===== src/adm_pkg.sv =====
package adm_pkg;
   localparam int DATA_W = 12;
   localparam int NUM_RES = 12;
   localparam int CHAN_W = 5;
   localparam int NUM_EV = 3;
   localparam logic [3:0] LAST_SLOT = 4'hB;

   // Register offsets (byte addresses)
   localparam logic [7:0] OFS_MODE = 8'h00;
   localparam logic [7:0] OFS_SLOT_0_3 = 8'h04;
   localparam logic [7:0] OFS_SLOT_4_7 = 8'h08;
   localparam logic [7:0] OFS_SLOT_8_11 = 8'h0C;
   localparam logic [7:0] OFS_MON_A_CTRL = 8'h10;
   localparam logic [7:0] OFS_MON_B_CTRL = 8'h14;
   localparam logic [7:0] OFS_MON_A_VALUE = 8'h18;
   localparam logic [7:0] OFS_MON_B_VALUE = 8'h1C;
   localparam logic [7:0] OFS_IRQ_STATUS = 8'h20;
   localparam logic [7:0] OFS_IRQ_MASK = 8'h24;
   localparam logic [7:0] OFS_RESULT_BASE = 8'h40;
   localparam logic [7:0] OFS_RESULT_LAST = 8'h6C;

   // Field positions
   localparam int MODE_EN_BIT = 0;
   localparam int MODE_START_BIT = 1;
   localparam int MODE_BUSY_BIT = 2;
   localparam int SLOT_EN_BIT = 7;
   localparam int MON_EN_BIT = 7;
   localparam int MON_COND_BIT = 4;
   localparam int RES_STORED_BIT = 31;
   localparam int RES_OVR_BIT = 30;
   localparam int EV_SOFT = 0;
   localparam int EV_MON_A = 1;
   localparam int EV_MON_B = 2;

   // Writable bits and reset values
   localparam logic [31:0] SLOT_WR_MASK = 32'h9F9F9F9F;
   localparam logic [7:0] MON_CTRL_MASK = 8'h9F;
   localparam logic [95:0] SLOT_RST = 96'h0;
   localparam logic [7:0] MON_CTRL_RST = 8'h00;
   localparam logic [11:0] MON_VALUE_RST = 12'h000;
   localparam logic [2:0] IRQ_MASK_RST = 3'h0;

   typedef enum logic [1:0] {ADM_IDLE, ADM_SCAN, ADM_CONV} adm_seq_e;

   function automatic logic res_hit(input logic [7:0] a);
      return (a >= OFS_RESULT_BASE) && (a <= OFS_RESULT_LAST) &&
         (a[1:0] == 2'h0);
   endfunction : res_hit

   function automatic logic [3:0] res_sel(input logic [7:0] a);
      logic [7:0] d;
      d = a - OFS_RESULT_BASE;
      return d[5:2];
   endfunction : res_sel

   // Condition 1: result at or above value; 0: result below value
   function automatic logic meets(input logic [11:0] data,
      input logic [11:0] value, input logic cond);
      return cond ? (data >= value) : (data < value);
   endfunction : meets
endpackage : adm_pkg


===== src/adm_core.sv =====
// Summary of operation
// - Monitor active only when its enable set
// - Matching result raises that monitor's own interrupt
// - Compare only when result is being stored
// - Compare never clears stored flag; reads do
// - Unread result overwritten sets overrun flag
// - Soft interrupt after all programmed slots converted
// - Clearing enable aborts conversion, nothing stored
//
// Decided for this implementation: the register addresses and the address-and-strobe port.
module adm_core import adm_pkg::*; (
   input wire logic clk,
   input wire logic sys_rst,
   input wire logic [7:0] addr,
   input wire logic [31:0] wr_data,
   input wire logic wr_en,
   input wire logic rd_en,
   output logic [31:0] rd_data,
   output logic core_start,
   output logic [4:0] core_chan,
   output logic core_abort,
   input wire logic core_done,
   input wire logic [11:0] core_data,
   output logic monitor_a_irq,
   output logic monitor_b_irq,
   output logic soft_done_irq,
   output logic irq
);
   typedef struct packed {
      adm_seq_e state;
      logic converter_enable;
      logic [3:0] idx;
      logic core_start;
      logic [4:0] chan;
      logic core_abort;
      logic soft_done;
      logic [11:0][11:0] res;
      logic [11:0] stored;
      logic [11:0] ovr;
      logic [11:0][7:0] slot;
      logic [1:0][7:0] mon_ctrl;
      logic [1:0][11:0] mon_val;
      logic [31:0] rdata;
   } adm_core_s;

   adm_core_s st_ff;
   adm_core_s nxt_st;

   logic mode_wr;
   logic en_clear;
   logic store_v;
   logic rd_res;
   logic [3:0] rd_idx;
   logic hit_a;
   logic hit_b;
   logic [2:0] irq_status;
   logic [2:0] irq_mask;
   logic [2:0] irq_events;

   assign mode_wr = wr_en && (addr == OFS_MODE);
   assign en_clear = mode_wr && !wr_data[MODE_EN_BIT];
   // A store is suppressed in the cycle the converter is disabled
   assign store_v = (st_ff.state == ADM_CONV) && core_done && !en_clear;
   assign rd_res = rd_en && res_hit(addr);
   assign rd_idx = res_sel(addr);

   always_comb
   begin
      nxt_st = st_ff;
      nxt_st.core_start = 1'b0;
      nxt_st.core_abort = 1'b0;
      nxt_st.soft_done = 1'b0;
      nxt_st.rdata = 32'h0;

      if (mode_wr)
         nxt_st.converter_enable = wr_data[MODE_EN_BIT];

      unique case (st_ff.state)
         ADM_IDLE:
         begin
            if (mode_wr && wr_data[MODE_START_BIT] && wr_data[MODE_EN_BIT])
            begin
               nxt_st.idx = 4'h0;
               nxt_st.state = ADM_SCAN;
            end
         end
         ADM_SCAN:
         begin
            if (st_ff.slot[st_ff.idx][SLOT_EN_BIT])
            begin
               nxt_st.core_start = 1'b1;
               nxt_st.chan = st_ff.slot[st_ff.idx][CHAN_W-1:0];
               nxt_st.state = ADM_CONV;
            end
            else if (st_ff.idx == LAST_SLOT)
            begin
               nxt_st.soft_done = 1'b1;
               nxt_st.state = ADM_IDLE;
            end
            else
               nxt_st.idx = st_ff.idx + 4'h1;
         end
         ADM_CONV:
         begin
            if (core_done)
            begin
               if (st_ff.idx == LAST_SLOT)
               begin
                  nxt_st.soft_done = 1'b1;
                  nxt_st.state = ADM_IDLE;
               end
               else
               begin
                  nxt_st.idx = st_ff.idx + 4'h1;
                  nxt_st.state = ADM_SCAN;
               end
            end
         end
         default:
            nxt_st.state = ADM_IDLE;
      endcase

      // Disabling stops the sequence at once and aborts the core if it is converting
      if (en_clear && st_ff.state != ADM_IDLE)
      begin
         nxt_st.state = ADM_IDLE;
         nxt_st.core_start = 1'b0;
         nxt_st.core_abort = st_ff.state == ADM_CONV;
         nxt_st.soft_done = 1'b0;
      end

      // Only a software read clears the result flags
      if (rd_res)
      begin
         nxt_st.stored[rd_idx] = 1'b0;
         nxt_st.ovr[rd_idx] = 1'b0;
      end

      if (store_v)
      begin
         nxt_st.res[st_ff.idx] = core_data;
         nxt_st.stored[st_ff.idx] = 1'b1;
         if (st_ff.stored[st_ff.idx] && !(rd_res && rd_idx == st_ff.idx))
            nxt_st.ovr[st_ff.idx] = 1'b1;
      end

      if (wr_en)
      begin
         case (addr)
            OFS_SLOT_0_3:
               nxt_st.slot[3:0] = wr_data & SLOT_WR_MASK;
            OFS_SLOT_4_7:
               nxt_st.slot[7:4] = wr_data & SLOT_WR_MASK;
            OFS_SLOT_8_11:
               nxt_st.slot[11:8] = wr_data & SLOT_WR_MASK;
            OFS_MON_A_CTRL:
               nxt_st.mon_ctrl[0] = wr_data[7:0] & MON_CTRL_MASK;
            OFS_MON_B_CTRL:
               nxt_st.mon_ctrl[1] = wr_data[7:0] & MON_CTRL_MASK;
            OFS_MON_A_VALUE:
               nxt_st.mon_val[0] = wr_data[DATA_W-1:0];
            OFS_MON_B_VALUE:
               nxt_st.mon_val[1] = wr_data[DATA_W-1:0];
            default:
               nxt_st.rdata = 32'h0;
         endcase
      end

      if (rd_en)
      begin
         case (addr)
            OFS_MODE:
            begin
               nxt_st.rdata[MODE_EN_BIT] = st_ff.converter_enable;
               nxt_st.rdata[MODE_BUSY_BIT] = st_ff.state != ADM_IDLE;
            end
            OFS_SLOT_0_3:
               nxt_st.rdata = st_ff.slot[3:0];
            OFS_SLOT_4_7:
               nxt_st.rdata = st_ff.slot[7:4];
            OFS_SLOT_8_11:
               nxt_st.rdata = st_ff.slot[11:8];
            OFS_MON_A_CTRL:
               nxt_st.rdata[7:0] = st_ff.mon_ctrl[0];
            OFS_MON_B_CTRL:
               nxt_st.rdata[7:0] = st_ff.mon_ctrl[1];
            OFS_MON_A_VALUE:
               nxt_st.rdata[DATA_W-1:0] = st_ff.mon_val[0];
            OFS_MON_B_VALUE:
               nxt_st.rdata[DATA_W-1:0] = st_ff.mon_val[1];
            OFS_IRQ_STATUS:
               nxt_st.rdata[NUM_EV-1:0] = irq_status;
            OFS_IRQ_MASK:
               nxt_st.rdata[NUM_EV-1:0] = irq_mask;
            default:
            begin
               if (rd_res)
               begin
                  nxt_st.rdata[DATA_W-1:0] = st_ff.res[rd_idx];
                  nxt_st.rdata[RES_STORED_BIT] = st_ff.stored[rd_idx];
                  nxt_st.rdata[RES_OVR_BIT] = st_ff.ovr[rd_idx];
               end
            end
         endcase
      end
   end

   always_ff @(posedge clk)
   begin
      if (sys_rst)
      begin
         st_ff <= '0;
         st_ff.slot <= SLOT_RST;
         st_ff.mon_ctrl <= {MON_CTRL_RST, MON_CTRL_RST};
         st_ff.mon_val <= {MON_VALUE_RST, MON_VALUE_RST};
      end
      else
         st_ff <= nxt_st;
   end

   // Both monitors see the store as it is written, not as a read
   adm_monitor u_mon_a (
      .clk(clk),
      .sys_rst(sys_rst),
      .store_valid(store_v),
      .store_index(st_ff.idx),
      .store_data(core_data),
      .enable(st_ff.mon_ctrl[0][MON_EN_BIT]),
      .condition(st_ff.mon_ctrl[0][MON_COND_BIT]),
      .select(st_ff.mon_ctrl[0][3:0]),
      .value(st_ff.mon_val[0]),
      .hit(hit_a)
   );

   adm_monitor u_mon_b (
      .clk(clk),
      .sys_rst(sys_rst),
      .store_valid(store_v),
      .store_index(st_ff.idx),
      .store_data(core_data),
      .enable(st_ff.mon_ctrl[1][MON_EN_BIT]),
      .condition(st_ff.mon_ctrl[1][MON_COND_BIT]),
      .select(st_ff.mon_ctrl[1][3:0]),
      .value(st_ff.mon_val[1]),
      .hit(hit_b)
   );

   assign irq_events = {hit_b, hit_a, st_ff.soft_done};

   adm_irq u_irq (
      .clk(clk),
      .sys_rst(sys_rst),
      .event_in(irq_events),
      .status_wr(wr_en && addr == OFS_IRQ_STATUS),
      .mask_wr(wr_en && addr == OFS_IRQ_MASK),
      .wdata(wr_data[NUM_EV-1:0]),
      .status(irq_status),
      .mask(irq_mask),
      .irq(irq)
   );

   assign rd_data = st_ff.rdata;
   assign core_start = st_ff.core_start;
   assign core_chan = st_ff.chan;
   assign core_abort = st_ff.core_abort;
   assign monitor_a_irq = hit_a;
   assign monitor_b_irq = hit_b;
   assign soft_done_irq = st_ff.soft_done;

   a_mon_irq_sticky: assert property (
      @(posedge clk) disable iff (sys_rst)
      monitor_a_irq |=> irq_status[EV_MON_A])
      else $error("monitor interrupt not latched in status");

   a_stored_kept: assert property (
      @(posedge clk) disable iff (sys_rst)
      st_ff.stored[0] && !(rd_res && rd_idx == 4'h0) |=> st_ff.stored[0])
      else $error("stored flag cleared without a read");

   a_overrun_set: assert property (
      @(posedge clk) disable iff (sys_rst)
      store_v && st_ff.idx == 4'h0 && st_ff.stored[0] &&
      !(rd_res && rd_idx == 4'h0) |=> st_ff.ovr[0] && st_ff.stored[0])
      else $error("overwrite of unread result missed overrun");

   a_soft_done_end: assert property (
      @(posedge clk) disable iff (sys_rst)
      soft_done_irq |-> $past(st_ff.idx) == LAST_SLOT &&
      st_ff.state == ADM_IDLE)
      else $error("soft interrupt before last slot");

   a_abort_no_store: assert property (
      @(posedge clk) disable iff (sys_rst)
      en_clear && st_ff.state == ADM_CONV |=>
      core_abort && st_ff.state == ADM_IDLE &&
      st_ff.stored == $past(st_ff.stored) && !soft_done_irq)
      else $error("disable did not abort or still stored");

   a_mon_b_irq_sticky: assert property (
      @(posedge clk) disable iff (sys_rst)
      monitor_b_irq |=> irq_status[EV_MON_B])
      else $error("monitor b interrupt not latched in status");

   a_soft_irq_sticky: assert property (
      @(posedge clk) disable iff (sys_rst)
      soft_done_irq |=> irq_status[EV_SOFT])
      else $error("soft interrupt not latched in status");

   a_read_clears_flags: assert property (
      @(posedge clk) disable iff (sys_rst)
      rd_res && rd_idx == 4'h0 && !(store_v && st_ff.idx == 4'h0) |=>
      !st_ff.stored[0] && !st_ff.ovr[0])
      else $error("read of result did not clear its flags");

   a_overrun_needs_store: assert property (
      @(posedge clk) disable iff (sys_rst)
      !st_ff.ovr[0] && !(store_v && st_ff.idx == 4'h0) |=> !st_ff.ovr[0])
      else $error("overrun flag set without a store");

   a_store_writes_result: assert property (
      @(posedge clk) disable iff (sys_rst)
      store_v && st_ff.idx == 4'h0 |=>
      st_ff.stored[0] && st_ff.res[0] == $past(core_data))
      else $error("store did not write result and stored flag");

   a_start_in_conv: assert property (
      @(posedge clk) disable iff (sys_rst)
      core_start |-> st_ff.state == ADM_CONV)
      else $error("conversion start outside a conversion");

   a_chan_from_slot: assert property (
      @(posedge clk) disable iff (sys_rst)
      core_start && !$past(wr_en) |->
      core_chan == st_ff.slot[st_ff.idx][CHAN_W-1:0])
      else $error("conversion started on wrong channel");

   a_abort_in_scan: assert property (
      @(posedge clk) disable iff (sys_rst)
      en_clear && st_ff.state == ADM_SCAN |=>
      !core_start && !core_abort && st_ff.state == ADM_IDLE)
      else $error("disable during scan did not stop quietly");

   a_idle_no_store: assert property (
      @(posedge clk) disable iff (sys_rst)
      st_ff.state != ADM_CONV && !rd_res |=>
      st_ff.stored == $past(st_ff.stored))
      else $error("result stored outside a conversion");
endmodule : adm_core


===== src/adm_irq.sv =====
module adm_irq import adm_pkg::*; (
   input wire logic clk,
   input wire logic sys_rst,
   input wire logic [2:0] event_in,
   input wire logic status_wr,
   input wire logic mask_wr,
   input wire logic [2:0] wdata,
   output logic [2:0] status,
   output logic [2:0] mask,
   output logic irq
);
   typedef struct packed {
      logic [2:0] status;
      logic [2:0] mask;
   } adm_irq_s;

   adm_irq_s st_ff;
   adm_irq_s nxt_st;

   always_comb
   begin
      nxt_st = st_ff;
      // Set wins over a write-one clear in the same cycle
      if (status_wr)
         nxt_st.status = st_ff.status & ~wdata;
      nxt_st.status = nxt_st.status | event_in;
      if (mask_wr)
         nxt_st.mask = wdata;
   end

   always_ff @(posedge clk)
   begin
      if (sys_rst)
      begin
         st_ff.status <= 3'h0;
         st_ff.mask <= IRQ_MASK_RST;
      end
      else
         st_ff <= nxt_st;
   end

   assign status = st_ff.status;
   assign mask = st_ff.mask;
   assign irq = |(st_ff.status & st_ff.mask);
endmodule : adm_irq


===== src/adm_monitor.sv =====
module adm_monitor import adm_pkg::*; (
   input wire logic clk,
   input wire logic sys_rst,
   input wire logic store_valid,
   input wire logic [3:0] store_index,
   input wire logic [11:0] store_data,
   input wire logic enable,
   input wire logic condition,
   input wire logic [3:0] select,
   input wire logic [11:0] value,
   output logic hit
);
   typedef struct packed {
      logic hit;
   } adm_mon_s;

   adm_mon_s st_ff;
   adm_mon_s nxt_st;

   always_comb
   begin
      nxt_st.hit = enable && store_valid && (store_index == select) &&
         meets(store_data, value, condition);
   end

   always_ff @(posedge clk)
   begin
      if (sys_rst)
         st_ff <= '0;
      else
         st_ff <= nxt_st;
   end

   assign hit = st_ff.hit;

   a_hit_needs_enable: assert property (
      @(posedge clk) disable iff (sys_rst) hit |-> $past(enable))
      else $error("monitor hit while disabled");

   a_hit_on_store: assert property (
      @(posedge clk) disable iff (sys_rst)
      hit |-> $past(store_valid) && $past(store_index) == $past(select))
      else $error("monitor hit without a store to its register");

   a_hit_on_match: assert property (
      @(posedge clk) disable iff (sys_rst)
      enable && store_valid && store_index == select &&
      meets(store_data, value, condition) |=> hit)
      else $error("matching store did not raise monitor hit");

   a_other_reg_quiet: assert property (
      @(posedge clk) disable iff (sys_rst)
      store_valid && store_index != select |=> !hit)
      else $error("store to other register raised monitor hit");
endmodule : adm_monitor


===== config.mk =====
export PLATFORM = sky130hd
export DESIGN_NAME = adm_core
export DESIGN_NICKNAME = d
export VERILOG_FILES = /design/src/adm_pkg.sv /design/src/adm_core.sv /design/src/adm_irq.sv /design/src/adm_monitor.sv
export SDC_FILE = /design/constraint.sdc
export NUM_CORES = 1
export LEC_CHECK = 0
export BUFFER_PORTS_ARGS = -buffer_cell sky130_fd_sc_hd__buf_4
export CAP_MARGIN = 20
export CORE_ASPECT_RATIO = 1.1
export CORE_MARGIN = 2
export CORE_UTILIZATION = 49
export DETAILED_ROUTE_END_ITERATION = 6
export GPL_TIMING_DRIVEN = 0
export PLACE_DENSITY = 0.73
export RECOVER_POWER = 100
export SYNTH_ARGS = -nofsm -noshare
export SYNTH_HDL_FRONTEND = slang
export SYNTH_SLANG_ARGS = --single-unit

===== constraint.sdc =====
create_clock -name clk -period 7 [get_ports clk]
set_input_delay 1.4 -clock clk [delete_from_list [all_inputs] [get_ports clk]]
set_output_delay 1.4 -clock clk [all_outputs]
set_load 0.005 [all_outputs]

==> results summary, run 1 <==
Multiplexer cells account for 15.3% of the synthesized area. The slowest stage of the critical path belongs to the cell sky130_fd_sc_hd__clkbuf_1. By area, the combinational part of the netlist is dominated by simple AND/OR/NAND/NOR gates. The startpoint kind of the worst setup timing path is an input pin.

The global-route wire length before repair is 76.8 mm. The overall die height came out at 190 um. The worst register-to-register path has a setup slack of 3000 ps.

The synthesized netlist devotes 18.8% of its cell area to simple gates. The cell sitting at the root of the clock tree is a sky130_fd_sc_hd__clkbuf_16. The clock net in this run drives a total of 326 sinks. The pin count of the biggest net entering global routing came out at 14.

The adder-cell share of the synthesized area came out at 2.61%. The setup-violating endpoint count in the final report is 0. On the critical path the largest part of the delay comes from buffers and inverters. The number of maximum-capacitance violations is 1. In this run the most used layer during global routing was met2. The initial antenna violation count is 0. After the first detailed-routing iteration, the DRC count stood at 1602.

The antenna diode instance count came out at 0. The global routing met1 resource utilization is 38.6%. The number of nets still failing antenna checks after routing came out at 0. The initial core utilization is 50.0%. The count of vias placed by the detailed router is 14000.

The overall overflow remaining after global route is 0. The worst slew margin relative to its limit is -1.03%. The die footprint came out at 32800 sq um. The final design instance area without fill came out at 17600 sq um.

Along the worst path, the maximum fanout reaches 10. The signal on the critical path passes through clkbuf_1 > clkbuf_1 > clkbuf_1 > clkbuf_1 > mux2i_1 > o21ai_0 > a221oi_1 > o21ai_0. The power per unit of standard cell area is 224 nW/um^2. Buffers added to address setup during post-CTS repair amount to 0.

The clock tree from TritonCTS is done. Yosys mapped the design onto 65 distinct sky130hd cell types. The number of global-route vias before repair was 13200. The most used flip-flop cell after synthesis is sky130_fd_sc_hd__dfxtp_1.

The HPWL reported at the end of detailed placement is 37.1 mm. The last weighted congestion value of the routability-driven placer came out at 0.961. The checks that failed: design-rule violations, max-capacitance violations, max-slew violations. Based on the critical path, the design can be clocked at up to 199 MHz.

Along the worst hold path, the cell count comes to 2. The mapped cell area is 15400 sq um. The total number of H-tree levels is 2. The met2 layer usage reported by global route came out at 50.1%. The routed wire length came out at 51.2 mm. The register bit count reported by yosys is 326. At the worst endpoint, the required time is 7370 ps. The DRC violation count after routing is 2. The cell leakage power is 6.29 nW. The horizontal die dimension came out at 173 um. TritonCTS created 36 clock buffers. The worst setup path is captured at a register. Input and output buffers added on the ports amount to 81. After clock tree synthesis, the clock-pin slew on the worst setup and hold paths is 60 ps. The post-route clock period utilization came out at 71.6%. The clock insertion delay at the later pin of the skew report is 530 ps. The critical path's most frequent cell is sky130_fd_sc_hd__clkbuf_1. The compound-gate portion of the synthesized area is 13.5%.

The met3 capacity usage during global routing came out at 4.48%. The actual slew at the worst max-slew pin came out at 1500 ps. The mean number of vias per cell came out at 5.97. The worst register-to-register path ends at st_ff[293]. The final-stage net count is 1989.

The maximum vdd drop is 171 uV. The total cell area at the placement stage is 16500 sq um. The min-delay analysis places its worst path in the category register to register. The clock tree buffer depth is 3. After synthesis, the share of flip-flops with an asynchronous set or reset is 0%. The setup path with the least slack is of type input pin to register. After Yosys synthesis, XOR and XNOR cells account for 0.685% of the synthesized area. The arrival time of data at the critical path endpoint came out at 5390 ps.

Setup repair after global routing left no endpoint under its margin. The sequential fraction of the synthesis area is 42.5%. The cell count of the worst reg-to-reg path is 10.

The row count came out at 67. The mean routed wirelength per cell is 21.9 um. The final hold violation count came out at 0. The number of instances in the synthesized netlist is 1776. The mean instance size in the synthesized netlist is 8.64 sq um. The count of synthesis-stage warnings from yosys came out at 0. The largest stage delay on the critical path is 880 ps. The worst hold path terminates at st_ff[207]. The number of synthesized flops with an enable pin came out at 0.

The flow ran to the end, but the final reports show violations. The number of buffer and inverter instances along the worst setup path came out at 4. The library cells used most frequently in the layout, excluding fill and tap cells, are sky130_fd_sc_hd__nand2_1, sky130_fd_sc_hd__dfxtp_1, sky130_fd_sc_hd__a21oi_1.

The overall fraction of global-route tracks in use came out at 30.5%. The quantity of hold-fixing buffers added after cts came out at 0. In this run the critical register-to-register path is launched from st_ff[345]. The origin of the worst min-delay path is st_ff[207]. Leaving out fill and tap cells, the most frequent cell in the layout is sky130_fd_sc_hd__nand2_1. The quantity of gates resized following cts came out at 0. The maximum clock skew at final layout is 22.8 ps. The fraction of final layout cells with drive strength greater than 1 is 13.6%.

The first TritonRoute pass finished after 7 iterations. The final number of max-transition violations is 10. After routing, the total negative slack on setup checks comes to 0 ps. In this run the worst setup path begins at addr[2]. The area growth from synthesis to layout is 14.4%.

The time the worst path needs with I/O delays and setup is 5010 ps. The core region is 30700 sq um. The number of top-level pins is 100.
==> stage by stage <==
stage	power (mW)	hold WS, ps	instances	util [%]	worst slack (ps)
2_1_floorplan	2.00	433	1780	-	3750
3_3_place_gp	2.09	439	2275	53.8	2840
5_1_grt	4.03	462	2341	57.2	1880
6_report	3.94	453	2341	57.2	1990
4_1_cts	3.94	454	2340	57.6	3310
3_5_place_dp	2.10	446	2275	53.8	2800
==> cell usage after synthesis, types with 3 or more instances <==
cell type                  count  share of area, %
sky130_fd_sc_hd__nor2b_1      16              0.65
sky130_fd_sc_hd__clkbuf_1     86               2.1
sky130_fd_sc_hd__or3_1         3              0.12
sky130_fd_sc_hd__mux2_1        3              0.22
sky130_fd_sc_hd__nand3b_1      7              0.34
sky130_fd_sc_hd__xor2_1       10              0.57
sky130_fd_sc_hd__and3_1        3              0.12
sky130_fd_sc_hd__inv_1        35              0.86
sky130_fd_sc_hd__mux2i_1      82               5.3
sky130_fd_sc_hd__a22o_1        7              0.40
sky130_fd_sc_hd__o21ai_0      47               1.5
sky130_fd_sc_hd__ha_1         32               2.6
sky130_fd_sc_hd__nor2_1      118               2.9
sky130_fd_sc_hd__nor3_1       15              0.49
sky130_fd_sc_hd__nand3_1      35               1.1
sky130_fd_sc_hd__a31oi_1       4              0.16
sky130_fd_sc_hd__buf_2        41               1.3
sky130_fd_sc_hd__a221oi_1      6              0.34
sky130_fd_sc_hd__nand4_1       8              0.33
sky130_fd_sc_hd__nand2_1     439                11
sky130_fd_sc_hd__buf_4        41               2.0
sky130_fd_sc_hd__buf_1         7              0.17
sky130_fd_sc_hd__a222oi_1     18               1.2
sky130_fd_sc_hd__o22ai_1       3              0.12
sky130_fd_sc_hd__a211oi_1      8              0.39
sky130_fd_sc_hd__and2_1       12              0.49
sky130_fd_sc_hd__mux2_2        3              0.22
sky130_fd_sc_hd__dfxtp_1     326                43
sky130_fd_sc_hd__mux4_2       64               9.4
sky130_fd_sc_hd__nand2b_1      7              0.29
sky130_fd_sc_hd__a21o_1        9              0.44
sky130_fd_sc_hd__a21oi_1     232               7.6
sky130_fd_sc_hd__a22oi_1       7              0.34
==> routing by layer <==
metal,up-vias,part of all wire [%]
met5,-,0
met4,0,6.8
met3,213,8.8
met2,810,46
met1,6619,39
li1,6331,-
==> sequential cells by signal, indices dropped and copies added (netlist names) <==
signal and flops:
core_start 1, u_mon_a.hit 1, soft_done_irq 1, u_irq.mask 3, core_abort 1, core_chan 5
rd_data 27, st_ff 283, u_mon_b.hit 1, u_irq.status 3
==> power breakdown <==
group / switching (mW) / total (mW) / internal (mW)
clock: 0.789 / 1.88 / 1.09
combinational: 0.145 / 0.202 / 0.0575
sequential: 0.00108 / 1.86 / 1.86
total: 0.934 / 3.94 / 3.00
==> worst reg2reg max path: cells and delay by family (launching register included) <==
family	cells	cell delay, ps
and+or+nand+nor	2	280
muxes	1	270
buffers and inverters	6	2620
DFF	1	360
adders and majority gates	1	330
==> worst max path at each step <==
stage / to / slack [ps] / cells past startpoint
after CTS: rd_data[10] / 3310 / 8
after global routing: rd_data[11] / 1880 / 8
final: rd_data[11] / 1990 / 8
after global placement: rd_data[10] / 2840 / 8
after floorplan: st_ff[345] / 3750 / 8
after detailed placement: rd_data[10] / 2800 / 8
==> cell type report <==
type                    count  area (sq um)
plain buffers             176           825
clock buffers              52          1010
clock inverters            13           155
fillers                  2806         13100
inverters                  36           135
multi-input cells        1242          7780
flip-flops and latches    326          6530
well taps                 414           518
repair buffers             82           609
==> cells by family after synthesis <==
group	count (synthesis)
and+or+nand+nor	681
AOI/OAI and AO/OA	359
DFF	326
buffers and inverters	212
muxes	153
adders and majority gates	32
xor gates and xnor gates	12
other	1
(Power assumes the default switching activity.)
==> inputs of run 2 (changes only) <==
Clock period 7 ns to 5.2 ns, I/O delays scaled along.
==> results summary, run 2 (synthesized netlist as in run 1, its figures left out) <==
The clock tree from TritonCTS is done. The worst path required time came out at 5560 ps (-1810 ps). The switching power total was 1.26 mW (+35%). The total number of H-tree levels came out at 2 (unchanged). The cell leakage power was 6.29 nW (+0.13%). The total clock buffers created by CTS is 36 (unchanged). The initial antenna violation count is 0 (unchanged). The number of maximum-capacitance violations came out at 1 (unchanged). The DRC violation count after routing is 0 (-2). The overall die height is 190 um (unchanged). The last weighted congestion value of the routability-driven placer is 0.961 (unchanged).

The final standard cell utilization of the core is 57.3% (about the same). The power per unit of standard cell area came out at 302 nW/um^2 (+35%). The clock insertion delay at the later pin of the skew report came out at 540 ps (about the same).

STA classifies the critical path startpoint as an input pin. In the layout the commonest cells are sky130_fd_sc_hd__nand2_1, sky130_fd_sc_hd__dfxtp_1, sky130_fd_sc_hd__a21oi_1. The die footprint was 32800 sq um (unchanged).

The critical path endpoint category is a register. The post-route worst hold slack is 453 ps (+0.686 ps). The critical path is of the input pin to register type.

The HPWL reported at the end of detailed placement came out at 37.1 mm (unchanged). The combinational fraction of design power came out at 5.1% (about the same). The final-stage net count came out at 1989 (unchanged).

The flip-flop count of the largest register after layout is 283 (unchanged). The proportion of power drawn by flip-flops and latches is 47.1% (about the same). The count of vias placed by the detailed router is 14000 (+0.036%). The switching share of power came out at 23.7% (about the same). The maximum vdd drop came out at 229 uV (+34%).

The tree is rooted in a sky130_fd_sc_hd__clkbuf_16. The total design power came out at 5.30 mW (+35%). The cell-internal power came out at 4.05 mW (+35%).

The global-route wire length before repair is 76.8 mm (unchanged). The fraction of power consumed by the clock network is 47.7% (about the same). The path class of the tightest hold or removal check is register to register.

The row count came out at 67 (unchanged). The overall overflow remaining after global route came out at 0 (unchanged). The quantity of gates resized following cts came out at 0 (unchanged). The setup-violating endpoint count in the final report is 0 (unchanged). Ranked by flip-flop count, first place goes to st_ff. The clock transition at the register clock pins on the worst setup and hold paths after CTS is 60 ps (about the same). The number of nets still failing antenna checks after routing came out at 0 (unchanged). The horizontal die dimension came out at 173 um (unchanged). The initial core utilization came out at 50.0% (unchanged). The number of clock sinks came out at 326 (unchanged). The run finished, with violations left. The antenna diode instance count came to 0 (unchanged). The area added between synthesis and finish came out at 14.5% (about the same).

The arrival time of data at the critical path endpoint came out at 4570 ps (-820 ps). Counting stages on the worst path, the most repeated cell is sky130_fd_sc_hd__clkbuf_1. The final critical path takes up 81.0% of the cycle. The port buffer count came out at 81 (unchanged). The maximum fanout encountered on the critical timing path came out at 10 (unchanged). The number of global-route vias before repair was 13200 (unchanged).

The final number of max-transition violations came to 10 (unchanged). The largest stage delay on the critical path came out at 890 ps (about the same). The worst slew margin relative to its limit was -3.33% (-2.3 points).

The critical path goes through clkbuf_1 > clkbuf_1 > clkbuf_1 > mux4_2 > mux2i_1 > o21ai_0 > nand2_1 > o21ai_0. The pin count of the biggest net entering global routing came out at 14 (unchanged). The overall fraction of global-route tracks in use came out at 30.5% (unchanged). The number of top-level pins came out at 100 (unchanged).

The actual slew at the worst max-slew pin came out at 1540 ps (+34.1 ps). The time the worst path needs with I/O delays and setup is 4210 ps. The post-CTS setup repair buffer count was 0 (unchanged). On the critical path, the stage with the largest delay is an instance of sky130_fd_sc_hd__clkbuf_1. The final hold violation count came out at 0 (unchanged). The clock tree buffer depth came to 3 (unchanged). Setup repair after global routing left no endpoint under its margin.

The library cell used most frequently in the layout, excluding fill and tap cells, is sky130_fd_sc_hd__nand2_1. The mean number of vias per cell was 5.97 (about the same). The checks that failed: max-capacitance violations, max-slew violations.

The highest clock frequency the design can meet is 237 MHz. The detailed-router iteration count before antenna repair is 6 (-1). The core footprint came out at 30700 sq um (unchanged). The mean routed wirelength per cell is 21.9 um (about the same). The fraction of final layout cells with drive strength greater than 1 came out at 13.8% (+0.16 points). The maximum clock skew at final layout came out at 24.2 ps (+1.39 ps). The routed wire length was 51.2 mm (about the same). The quantity of hold-fixing buffers added after cts is 0 (unchanged). The violation count after the first detailed-route iteration came out at 1620 (+1.1%).

The setup TNS came out at 0 ps (unchanged).
## run 2: area by class of cell
class / count / area (sq um)
Buffer: 176 / 831
Sequential cell: 326 / 6530
Clock buffer: 52 / 1010
Multi-Input combinational cell: 1242 / 7780
Timing Repair Buffer: 82 / 609
Fill cell: 2803 / 13100
Clock inverter: 13 / 155
Tap cell: 414 / 518
Inverter: 36 / 135
## run 2: final timing paths
check	cells past startpoint	to	slack, ps	start
hold / removal	2	st_ff[207]	450	st_ff[207]
setup / recovery	8	rd_data[10]	990	addr[2]
hold reg to reg	2	st_ff[207]	450	st_ff[207]
setup reg to reg	10	st_ff[293]	1170	st_ff[345]
## run 2: per-layer routing
| layer | part of all wire, % | vias to the layer above | global-route usage, % | wire, um |
|---|---|---|---|---|
| met5 | 0 | - | 0 | 0 |
| met4 | 6.2 | 0 | 17.6 | 3190 |
| met3 | 9.3 | 185 | 4.48 | 4760 |
| met2 | 46 | 850 | 50.1 | 23700 |
| met1 | 38 | 6612 | 38.6 | 19600 |
| li1 | - | 6331 | - | - |
## run 2: metrics by stage
stage / std cells / setup WS, ps / instance area, sq um
2_1_floorplan: 1780 / 2310 / 15400
3_3_place_gp: 2275 / 1400 / 16500
3_5_place_dp: 2275 / 1360 / 16500
4_1_cts: 2340 / 1870 / 17700
5_1_grt: 2341 / 925 / 17600
6_report: 2341 / 989 / 17600
## run 2: critical path, delay by kind of cell
kind,cells,cell delay (ps)
and+or+nand+nor,1,120
AOI/OAI and AO/OA,2,340
buffers and inverters,3,2170
muxes,2,880
## run 2: power by group through the flow
stage | Clock (mW) | Combinational (mW) | Sequential [mW]
detailed placement | 0 | 0.266 | 2.56
global placement | 0 | 0.263 | 2.56
floorplan | 0 | 0.139 | 2.55
global route | 2.64 | 0.284 | 2.50
finish | 2.53 | 0.272 | 2.50
CTS | 2.54 | 0.267 | 2.50
